===== config.mk =====
export PLATFORM = sky130hd
export DESIGN_NAME = operand_field_decoder
export DESIGN_NICKNAME = d
export VERILOG_FILES = /design/src/rtl/narrow_field_map.v /design/src/rtl/operand_field_decoder.v
export VERILOG_INCLUDE_DIRS = /design/src /design/src/rtl
export SDC_FILE = /design/constraint.sdc
export NUM_CORES = 1
export LEC_CHECK = 0
export BUFFER_PORTS_ARGS = -buffer_cell sky130_fd_sc_hd__buf_2
export CORE_UTILIZATION = 29
export DETAILED_ROUTE_END_ITERATION = 16
export MAX_ROUTING_LAYER = met4
export SETUP_SLACK_MARGIN = 0.1
export SLEW_MARGIN = 25
export SYNTH_ARGS = -nofsm -noshare
export SYNTH_HDL_FRONTEND = slang
export SYNTH_SLANG_ARGS = --single-unit

===== constraint.sdc =====
create_clock -name clock_i -period 2.08 [get_ports clock_i]
set_input_delay 0.312 -clock clock_i [delete_from_list [all_inputs] [get_ports clock_i]]
set_output_delay 0.312 -clock clock_i [all_outputs]
set_load 0.02 [all_outputs]

===== src/rtl/operand_field_decoder_consts.vh =====
// constants for the operand field decoder: field positions, widths, codes
// assumes inclusion by the decoder files only
`ifndef OPERAND_FIELD_DECODER_CONSTS_VH
`define OPERAND_FIELD_DECODER_CONSTS_VH
`define OFD_WIDE_SEL_W 3
`define OFD_NARROW_SEL_W 4
`define OFD_HALF_BIT 3
`define OFD_SZ_BYTE 2'h0
`define OFD_SZ_WORD 2'h1
`define OFD_SZ_LONG 2'h2
`define OFD_WD_NONE 3'h0
`define OFD_WD_2 3'h1
`define OFD_WD_3 3'h2
`define OFD_WD_8 3'h3
`define OFD_WD_16 3'h4
`define OFD_WD_24 3'h5
`define OFD_WD_32 3'h6
`define OFD_DONT_CARE_BIT 7
`define OFD_RESET_IDX 3'h0
`define OFD_RESET_WD 3'h0
`endif


===== src/rtl/narrow_field_map.v =====
// maps a 4-bit register field to register index and half select
// assumes the operand size comes from the same clock domain
`include "operand_field_decoder_consts.vh"
module narrow_field_map (
    input wire [3:0] narrow_src_field_i,
    input wire [1:0] size_i,
    output reg [2:0] reg_idx_o,
    output reg upper_word_zero_o,
    output reg low_byte_o
);
    always @* begin
        reg_idx_o = narrow_src_field_i[2:0];
        upper_word_zero_o = 1'b0;
        low_byte_o = 1'b0;
        if (size_i == `OFD_SZ_WORD)
            upper_word_zero_o = narrow_src_field_i[`OFD_HALF_BIT];
        else if (size_i == `OFD_SZ_BYTE)
            low_byte_o = narrow_src_field_i[`OFD_HALF_BIT];
    end
endmodule


===== src/rtl/operand_field_decoder.v =====
// operand field decoder: register selects and operand field widths
// assumes fetch presents up to four opcode bytes with a valid strobe
//
// Behaviour
// - 3-bit wide field selects one of eight 32-bit registers, 000 first.
// - word operands: codes 0-7 lower word, 8-15 upper extended word.
// - byte operands: codes 0-7 high byte, 8-15 low byte.
// - immediate widths 2, 3, 8, 16 or 32 bits by encoding.
// - displacement widths 8, 16 or 32 bits by variant.
// - absolute address widths 8, 16, 24 or 32 bits by variant.
// - long move store with 32-bit displacement ignores bit 7 of byte four.
`include "operand_field_decoder_consts.vh"
module operand_field_decoder (
    input wire clock_i,
    input wire rst_n_i,
    input wire valid_i,
    input wire [31:0] instr_bytes_i,
    input wire [1:0] size_i,
    input wire [1:0] imm_sel_i,
    input wire [1:0] disp_sel_i,
    input wire [1:0] abs_sel_i,
    output reg valid_o,
    output reg [2:0] wide_idx_o,
    output reg [2:0] narrow_idx_o,
    output reg upper_word_zero_o,
    output reg low_byte_o,
    output reg [2:0] imm_width_o,
    output reg [2:0] disp_width_o,
    output reg [2:0] abs_width_o,
    output reg long_move_instr_o
);
    // byte lanes as fetch presents them, first byte on top
    wire [7:0] b1 = instr_bytes_i[31:24];
    wire [7:0] b2 = instr_bytes_i[23:16];
    wire [7:0] b3 = instr_bytes_i[15:8];
    wire [7:0] b4 = instr_bytes_i[7:0];
    wire [3:0] narrow_src_field = b2[7:4];
    wire [2:0] n_idx;
    wire n_upper;
    wire n_low;
    wire long_move_hit;
    wire [2:0] wide_sel;

    // next values, one per output flop
    reg valid_d;
    reg [2:0] wide_idx_d;
    reg [2:0] narrow_idx_d;
    reg upper_word_zero_d;
    reg low_byte_d;
    reg [2:0] imm_width_d;
    reg [2:0] disp_width_d;
    reg [2:0] abs_width_d;
    reg long_move_instr_d;

    // one shared split for word and byte sizes
    narrow_field_map u_map (
        .narrow_src_field_i(narrow_src_field),
        .size_i(size_i),
        .reg_idx_o(n_idx),
        .upper_word_zero_o(n_upper),
        .low_byte_o(n_low)
    );

    // byte four is never matched, so its top bit may take either value
    function long_move_match;
        input [7:0] first_byte;
        input [7:0] second_byte;
        input [7:0] third_byte;
        begin
            long_move_match = (first_byte == 8'h01)
                && (second_byte == 8'h00)
                && (third_byte == 8'h78);
        end
    endfunction

    assign long_move_hit = long_move_match(b1, b2, b3);
    assign wide_sel = long_move_hit ? b4[6:4] : b2[2:0];

    // short immediates: the next nibble tells the two-bit form from the three-bit one
    function [2:0] imm_w;
        input [1:0] s;
        input [3:0] hi;
        begin
            case (s)
                2'h0: imm_w = `OFD_WD_8;
                2'h1: imm_w = `OFD_WD_16;
                2'h2: imm_w = `OFD_WD_32;
                default: imm_w = (hi == 4'h0) ? `OFD_WD_2 : `OFD_WD_3;
            endcase
        end
    endfunction

    // variant three carries no displacement at all
    function [2:0] disp_w;
        input [1:0] s;
        begin
            case (s)
                2'h0: disp_w = `OFD_WD_8;
                2'h1: disp_w = `OFD_WD_16;
                2'h2: disp_w = `OFD_WD_32;
                default: disp_w = `OFD_WD_NONE;
            endcase
        end
    endfunction

    // width selects come from fetch, not from an opcode lookup
    function [2:0] abs_w;
        input [1:0] s;
        begin
            case (s)
                2'h0: abs_w = `OFD_WD_8;
                2'h1: abs_w = `OFD_WD_16;
                2'h2: abs_w = `OFD_WD_24;
                default: abs_w = `OFD_WD_32;
            endcase
        end
    endfunction

    // fields only move on a taken strobe; idle cycles keep the last decode
    always @* begin
        valid_d = valid_i;
        wide_idx_d = wide_idx_o;
        narrow_idx_d = narrow_idx_o;
        upper_word_zero_d = upper_word_zero_o;
        low_byte_d = low_byte_o;
        imm_width_d = imm_width_o;
        disp_width_d = disp_width_o;
        abs_width_d = abs_width_o;
        long_move_instr_d = long_move_instr_o;
        if (valid_i) begin
            wide_idx_d = wide_sel;
            narrow_idx_d = n_idx;
            upper_word_zero_d = n_upper;
            low_byte_d = n_low;
            imm_width_d = imm_w(imm_sel_i, b2[7:4]);
            if (long_move_hit) begin
                disp_width_d = `OFD_WD_32;
            end else begin
                disp_width_d = disp_w(disp_sel_i);
            end
            abs_width_d = abs_w(abs_sel_i);
            long_move_instr_d = long_move_hit;
        end
    end

    // registered so every output comes from a flop; one cycle of latency
    // traded for clean timing into the datapath
    always @(posedge clock_i or negedge rst_n_i) begin
        if (!rst_n_i) begin
            valid_o <= 1'b0;
        end else begin
            valid_o <= valid_d;
        end
    end

    always @(posedge clock_i or negedge rst_n_i) begin
        if (!rst_n_i) begin
            wide_idx_o <= `OFD_RESET_IDX;
        end else begin
            wide_idx_o <= wide_idx_d;
        end
    end

    always @(posedge clock_i or negedge rst_n_i) begin
        if (!rst_n_i) begin
            narrow_idx_o <= `OFD_RESET_IDX;
        end else begin
            narrow_idx_o <= narrow_idx_d;
        end
    end

    always @(posedge clock_i or negedge rst_n_i) begin
        if (!rst_n_i) begin
            upper_word_zero_o <= 1'b0;
        end else begin
            upper_word_zero_o <= upper_word_zero_d;
        end
    end

    always @(posedge clock_i or negedge rst_n_i) begin
        if (!rst_n_i) begin
            low_byte_o <= 1'b0;
        end else begin
            low_byte_o <= low_byte_d;
        end
    end

    always @(posedge clock_i or negedge rst_n_i) begin
        if (!rst_n_i) begin
            imm_width_o <= `OFD_RESET_WD;
        end else begin
            imm_width_o <= imm_width_d;
        end
    end

    always @(posedge clock_i or negedge rst_n_i) begin
        if (!rst_n_i) begin
            disp_width_o <= `OFD_RESET_WD;
        end else begin
            disp_width_o <= disp_width_d;
        end
    end

    always @(posedge clock_i or negedge rst_n_i) begin
        if (!rst_n_i) begin
            abs_width_o <= `OFD_RESET_WD;
        end else begin
            abs_width_o <= abs_width_d;
        end
    end

    always @(posedge clock_i or negedge rst_n_i) begin
        if (!rst_n_i) begin
            long_move_instr_o <= 1'b0;
        end else begin
            long_move_instr_o <= long_move_instr_d;
        end
    end
endmodule


---- Word level (Yosys, flattened, before mapping) ----
Cells that the tools add are included.
W data, S select, Z words.
operators by class
  equal/unequal tests ..................... 9
  multiplexer cells ....................... 9
  reduce and logical (&&, ||, !) cells .... 8
operators by type and width
  operator              count
  $pmux W3 S3           3
  $eq A2 B1 Y1 const B  4
  $eq A8 B1 Y1 const B  1
  $eq A8 B7 Y1 const B  1
  $logic_not A2 Y1      4
  $logic_not A8 Y1      1
  $eq A2 B2 Y1 const B  3
  $mux W3               2
  $logic_not A4 Y1      1
  $mux W1               3
  $logic_and A1 B1 Y1   2
  $mux W2               1
storage, ports and cells
  output and inout bits ................... 19
  register bits after elaboration ......... 19
  word-level logic and storage cells ...... 35
  input port bits ......................... 43

---- Depth between registers and ports, before layout ----
Gate-level depths: netlist of the first run.
  depth in word-level cells ............... 4
  mapped depth ............................ 5
  mapped depth without buffers ............ 5

---- Hierarchy ----
From an unflattened synthesis of the first run, not the netlist that was laid out.
second synthesis, totals
  cell total of the unflattened synthesis .. 85
  area total of the unflattened synthesis .. 1044.8 um^2
modules (own cells, without submodules)
  module                 instances  cells an instance  sequential area each (um^2)  area an instance (um^2)
  operand_field_decoder  1          80                 475.5                        1001.0
  narrow_field_map       1          5                  0.0                          43.8

---- Least setup slack after synthesis of the first run ----
No wires, ideal clock.
  path kind ............................... input port to flip-flop
  from .................................... input imm_sel_i[0]
  to ...................................... register imm_width_o[1]
  path slack .............................. 947 ps
  data required time ...................... 1955 ps
  path buffers ............................ 0
  arrival ................................. 1008 ps
  stages .................................. 5
  setup time .............................. 125 ps
  cell sequence ........................... inv_1 -> ha_1 -> nor3_1 -> a21oi_1 -> mux2_2
between the ends
  cells in the longest elaborated chain, start to end .. 2
ends and longest elaborated chain
  element                               line                         text
  start: declaration                    operand_field_decoder.v:19   input wire [1:0] imm_sel_i,
  $eq A2 B2 Y1 (tied with other cells)  operand_field_decoder.v:84   case (s)
  $pmux W3 S3 (*)                       operand_field_decoder.v:84
  end signal: assignment                operand_field_decoder.v:190  imm_width_o <= `OFD_RESET_WD;
  end signal: assignment                operand_field_decoder.v:192  imm_width_o <= imm_width_d;
  end: declaration                      operand_field_decoder.v:27   output reg [2:0] imm_width_o,
Mark *: on every way between the ends. The rest lies on a longest branch, timed or not.
A chain may end at the register's enable or synchronous reset.

---- Worst setup path in the final report of the first run ----
  from .................................... register abs_width_o[2]
  to ...................................... output abs_width_o[2]
RTL lines
  element                   line                         text
  start: declaration        operand_field_decoder.v:29   output reg [2:0] abs_width_o,
  start signal: assignment  operand_field_decoder.v:206  abs_width_o <= `OFD_RESET_WD;
  start signal: assignment  operand_field_decoder.v:208  abs_width_o <= abs_width_d;
No word-level cell between the ends.

==> results of run 1 <==
==> Yosys cell counts (2+ instances only) <==
library cell | instances | share of area
ha_1 | 8 | 0.10
o22ai_1 | 3 | 0.019
dfrtp_1 | 19 | 0.47
inv_1 | 10 | 0.037
nor2_1 | 6 | 0.022
a21oi_1 | 4 | 0.020
buf_4 | 2 | 0.015
nor4_2 | 2 | 0.025
a31o_1 | 3 | 0.026
mux2_2 | 9 | 0.10
mux2i_1 | 5 | 0.050
==> per-layer routing <==
metal  vias up  global-route usage  routed length, µm
met1       398              0.1362                877
met4         0             0.04870                  8
met3         2             0.02772                121
li1        417                   -                  -
met5         -                   -                  0
met2        27              0.2182               1114
==> area by class of cell <==
class	instances	area (µm²)
sequential	19	475.5
inverter	10	37.54
timing repair buffer	58	297.8
tap	46	57.56
clock buffer	3	22.52
multi-input combinational	53	478.0
fill	343	1961
clock inverter	1	7.507
==> registers in the layout (all words and copies together), names as in the netlist <==
signal	cells
abs_width_o	3
disp_width_o	3
low_byte_o	1
upper_word_zero_o	1
wide_idx_o	3
narrow_idx_o	3
valid_o	1
imm_width_o	3
long_move_instr_o	1
==> power by group <==
group,switching (mW),internal [mW]
clock network,0.114,0.0731
registers,0.0180,0.405
logic,0.116,0.0931
==> repair_timing <==
action                    in CTS  in global routing
setup buffers                  0                  0
hold buffers                   1                  0
gates resized for setup        0                  0
hold endpoints to repair      19                  0
==> stage by stage <==
| step | setup WS (ps) | hold slack [ps] | util |
|---|---|---|---|
| after global placement | 760.2 | 269.0 | 0.4005 |
| final | 904.5 | 234.5 | 0.4124 |
| after CTS | 875.1 | 218.7 | 0.4124 |
| after floorplan | 946.8 | 16.41 | - |
| after detailed placement | 743.8 | 269.7 | 0.4005 |
| after global routing | 855.7 | 217.0 | 0.4124 |
==> cells by family after synthesis <==
group	count (synthesis)
simple gates	20
flops	19
mux	14
buf+inv	12
compound gates	11
fa+ha+maj	8
==> path summary, 6_finish.rpt <==
path / start / to / slack, ps / cells after the start
setup / recovery: abs_width_o[2]$_DFFE_PN0P_ / abs_width_o[2] / 900 / 1
hold / removal: instr_bytes_i[5] / wide_idx_o[1]$_DFFE_PN0P_ / 230 / 2
setup reg to reg: wide_idx_o[1]$_DFFE_PN0P_ / wide_idx_o[1]$_DFFE_PN0P_ / 1140 / 2
hold reg to reg: imm_width_o[2]$_DFFE_PN0P_ / imm_width_o[2]$_DFFE_PN0P_ / 520 / 1
max in group asynchronous: rst_n_i / abs_width_o[0]$_DFFE_PN0P_ / 1320 / 2
min in group asynchronous: rst_n_i / imm_width_o[1]$_DFFE_PN0P_ / 470 / 2
==> metrics.md, run 1 <==
| Metric | Value |
|---|---|
| Outcome | `completed` |
| Clock network latency to the later pin of the worst-skew pair | `290 ps` |
| Final setup vio count | `0` |
| Commonest non-fill, non-tap cell in the layout | `buf_2` |
| CP Launch Type | `register` |
| Num ports | `slightly above 60` |
| RD Place Congestion | `roughly 0.67` |
| Cells after Synth | `84` |
| Prevailing post-synth register cell | `dfrtp_1` |
| Nets | `between 150 and 200` |
| Post-synthesis cell type count | `24` |
| Largest net degree at the start of global routing | `20` |
| Initial core utilization | `0.3015` |
| Layout Area Growth over Synthesis | `36.82%` |
| Tmin final | `between 1000 and 1500 ps` |
| Peak VDD IR | `0.4024 mV` |
| Worst path max stage delay | `~410 ps` |
| H-tree levels | `1` |
| Clock-pin transition on the worst setup and hold timing paths | `110 ps` |
| P_leak | `just over 0.7 nW` |
| Slew @ Worst Pin | `around 410 ps` |
| Via Count | `approximately 840` |
| Synthesis warning total | `0` |
| Crit. End Element | `output port` |
| Fin Clk Skew | `0 ps` |
| Residual DRC | `0` |
| Routed wire length | `between 2 and 2.5 mm` |
| Critical Path AT | `around 860 ps` |
| Chip Height | `between 60 and 70 µm` |
| Crit path max-delay family | `flip-flops` |
| Synth Register Bits | `19` |
| Kind of critical path | `register to output port` |
| Top achievable clock speed | `0.8507 GHz` |
| Req. time, crit path | `approximately 1800 ps` |
| Unrepaired setup endpoints after global routing | `false` |
| Pwr dens | `between 500 and 600 nW/µm²` |
| Cell Rows | `21` |
| Port bufs | `56` |
| Initial antenna violation count | `0` |
| Share of layout cells above drive strength 1 | `0.5208` |
| Most frequent cells in the layout | `56 x buf_2, 19 x dfrtp_1, 10 x inv_1` |
| Worst path cell trace | `buf_2` |
| Cell Area, Placed | `between 1000 and 1500 µm²` |
| Worst relative slew slack | `0.7238` |
| Non-Filler Instances | `190` |
| Number of max-cap violations | `0` |
| WP buf/inv | `1` |
| GRT Resource Usage Total | `0.1244` |
| Synthesized Nets | `about 140` |
| Vias/cell | `4.442` |
| CTS tree | `done` |
| Synth Cell Area | `between 1000 and 1500 µm²` |
| Seq/Total Area, Yosys | `0.4726` |
| Clock sinks | `19` |
| Drt pass-1 iters | `2` |
| Total grt overflow | `0` |
| Post-DP HPWL | `around 1.8 mm` |
| Synth Area in XOR/XNOR | `0` |
| Multiplexer share of the synthesized area | `0.1505` |
| TritonCTS Buffers | `3` |
| First-pass GRT wire length | `3.201 mm` |
| DR WL/cell | `roughly 11 µm` |
| Ys async rst share | `1.000` |
| Root buf cell | `clkbuf_4` |
| Pins Over Slew Limit | `0` |
| Fin Setup TNS | `0 ps` |
| Period utilisation layout | `0.5651` |
| Vias in the first global route | `around 770` |
| CORE AREA | `3337 µm²` |
| Die extent in x | `just over 60 µm` |
| Pwr Total | `slightly above 0.8 mW` |
| Routed Antenna Nets | `0` |
| Clk buf depth | `2` |
| Compound-Gate Fraction of Synth Area | `0.06965` |
| CP max-delay cell | `dfrtp_1` |
| Post-Synth Simple-Gate Area | `0.1555` |
| Placed Instances | `between 150 and 200` |
| Crit Path Max Fanout | `2` |
| Synth Area in Adders | `0.09950` |
| Number of synthesized flops with an enable pin | `0` |
| DR iter-0 viols | `11` |
| Worst Hold Class | `primary input to register` |
| Hold Vio Cnt, Final | `0` |
| DIE AREA | `between 3000 and 4000 µm²` |
| N_diodes | `0` |
| Design Area, Final | `1376 µm²` |
| Largest family of logic cells by synthesized area | `simple AND/OR/NAND/NOR gates` |
| Avg Cell Area, Syn | `~12 µm²` |
No activity file was read; power rests on OpenSTA's default activity.
==> run 2, diff against run 1 <==
- clock period: 2.08 -> 1.2 ns (I/O delays scaled with it)
==> run 2 against run 1 <==
Effect of this change:
- cell area rose by 0.64%
- sequential share of layout area shrank 0.22 points
- clock-buffer cell count increased by 1
- final cell count did not move
- critical path depth stayed put
- sequential power grew 73%
- die area unchanged
- power increased by 74%
- first-iteration DRC count decreased by 45%
- via count grew 1.1%
- largest power group unchanged
==> metrics.md, run 2 (synthesized netlist as in run 1, its figures left out) <==
| Metric | Value |
|---|---|
| Outcome | `completed` |
| Layout Area Growth over Synthesis | `37.69%` |
| Nets | `196 (unchanged)` |
| RR Endpoint | `wide_idx_o[1]$_DFFE_PN0P_` |
| Post-DP HPWL | `1.820 mm (+2.8%)` |
| DR iter-0 viols | `6 (-5)` |
| Vias in the first global route | `854 (+10%)` |
| Share of layout cells above drive strength 1 | `0.5139 (-0.006944)` |
| Routed wire length | `2.213 mm (+4.3%)` |
| Fin Clk Skew | `0 ps (unchanged)` |
| Via Count | `853 (+1.1%)` |
| Fin util | `0.4151 (+0.002625)` |
| Critical Path AT | `860 ps (about the same)` |
| Slew @ Worst Pin | `430.8 ps (+16.44 ps)` |
| Commonest non-fill, non-tap cell in the layout | `buf_2` |
| Unrepaired setup endpoints after global routing | `false` |
| Crit path max-delay family | `flip-flops` |
| CORE AREA | `3337 µm² (unchanged)` |
| Cell Rows | `21 (unchanged)` |
| Chip Height | `60.90 µm (unchanged)` |
| Total grt overflow | `0 (unchanged)` |
| Initial core utilization | `0.3015 (unchanged)` |
| Routed Antenna Nets | `0 (unchanged)` |
| Drt pass-1 iters | `4 (+2)` |
| Worst relative slew slack | `0.7128 (-0.01096)` |
| CTS tree | `done` |
| CP endpoint | `long_move_instr_o` |
| Largest net degree at the start of global routing | `20 (unchanged)` |
| Crit. End Element | `output port` |
| P_leak | `0.7157 nW (+0.79%)` |
| Final WS setup | `163.1 ps (-741.4 ps)` |
| Post-CTS setup repair buffer count | `0 (unchanged)` |
| DIE AREA | `3708 µm² (unchanged)` |
| Period utilisation layout | `0.8641` |
| Vias/cell | `4.489 (+1.1%)` |
| Pwr Total | `1.430 mW (+74%)` |
| Req. time, crit path | `1020 ps (-750 ps)` |
| Pwr dens | `1033 nW/µm² (+73%)` |
| WP buf/inv | `1 (unchanged)` |
| Fin Setup TNS | `0 ps (unchanged)` |
| Post-CTS Hold Fix Bufs | `1 (unchanged)` |
| Residual DRC | `0 (unchanged)` |
| Clock network latency to the later pin of the worst-skew pair | `290 ps (about the same)` |
| Crit Path Max Fanout | `2 (unchanged)` |
| Final setup vio count | `0 (unchanged)` |
| Die extent in x | `60.90 µm (unchanged)` |
| Clk buf depth | `2 (unchanged)` |
| Clock sinks | `19 (unchanged)` |
| FF-to-FF setup slack | `270 ps (-870 ps)` |
| N_diodes | `0 (unchanged)` |
| Critical path startpoint | `long_move_instr_o$_DFFE_PN0P_` |
| Initial antenna violation count | `0 (unchanged)` |
| H-tree levels | `1 (unchanged)` |
| Peak VDD IR | `0.4516 mV (+12%)` |
| Number of max-cap violations | `0 (unchanged)` |
| Pins Over Slew Limit | `0 (unchanged)` |
| RD Place Congestion | `0.6542 (-1.9%)` |
| Worst Hold Class | `primary input to register` |
| CP Launch Type | `register` |
| Post-cts sizing count | `0 (unchanged)` |
| DR WL/cell | `11.65 µm (+4.3%)` |
| First-pass GRT wire length | `3.608 mm (+13%)` |
| Kind of critical path | `register to output port` |
| Hold Vio Cnt, Final | `0 (unchanged)` |
| Worst r2r src | `wide_idx_o[1]$_DFFE_PN0P_` |
| CP max-delay cell | `dfrtp_1` |
| Most frequent cells in the layout | `56 x buf_2, 19 x dfrtp_1, 10 x inv_1` |
| CP Depth | `1 (unchanged)` |
| Setup WS pre-CTS | `22.15 ps (-721.6 ps)` |
| Root buf cell | `clkbuf_4` |
| Clock-pin transition on the worst setup and hold timing paths | `110 ps (about the same)` |
| Top achievable clock speed | `about 0.96 GHz` |
| Num ports | `62 (unchanged)` |
| Port bufs | `56 (unchanged)` |
| Worst path cell trace | `buf_2` |
| TritonCTS Buffers | `3 (unchanged)` |
| Tmin final | `1037 ps` |
| Worst Reg-to-Reg Cells | `2 (unchanged)` |
| GRT Resource Usage Total | `0.1381 (+0.01374)` |
| Worst path max stage delay | `400 ps (about the same)` |
run 2: final cells by class:
type / count / area (µm²)
Clock buffer: 4 / 26.28
Fill cell: 352 / 1952
Inverter: 10 / 37.54
Multi-Input combinational cell: 53 / 478.0
Sequential cell: 19 / 475.5
Tap cell: 46 / 57.56
Timing Repair Buffer: 58 / 310.3
run 2: worst min-delay path by stage:
stage	startpoint	slack (ps)	to	depth (start not counted)
floorplan	rst_n_i	-120	abs_width_o[0]$_DFFE_PN0P_	0
global placement	rst_n_i	140	narrow_idx_o[0]$_DFFE_PN0P_	1
detailed placement	rst_n_i	150	narrow_idx_o[1]$_DFFE_PN0P_	1
CTS	valid_i	80	valid_o$_DFF_PN0_	1
global route	valid_i	80	valid_o$_DFF_PN0_	1
finish	valid_i	90	valid_o$_DFF_PN0_	1
run 2: metrics by stage:
stage,std cells,instance area (µm²),hold slack [ps]
after floorplan,84,1006,-115.6
after CTS,190,1385,77.65
after global placement,185,1349,137.7
after detailed placement,185,1349,145.9
final,190,1385,87.54
after global routing,190,1385,80.12
run 2: where the power goes:
group	total [mW]	switching, mW	leakage, nW	internal [mW]
clock network	0.330	0.201	0.0150	0.129
registers	0.731	0.0300	0.227	0.701
logic	0.369	0.203	0.474	0.166
total	1.43	0.434	0.716	0.997
run 2: routing by layer:
metal,track usage,vias to the layer above,share of wire
li1,-,417,-
met1,0.1478,407,0.39
met2,0.2512,27,0.53
met3,0.02132,2,0.066
met4,0.05844,0,0.0059
met5,-,-,0
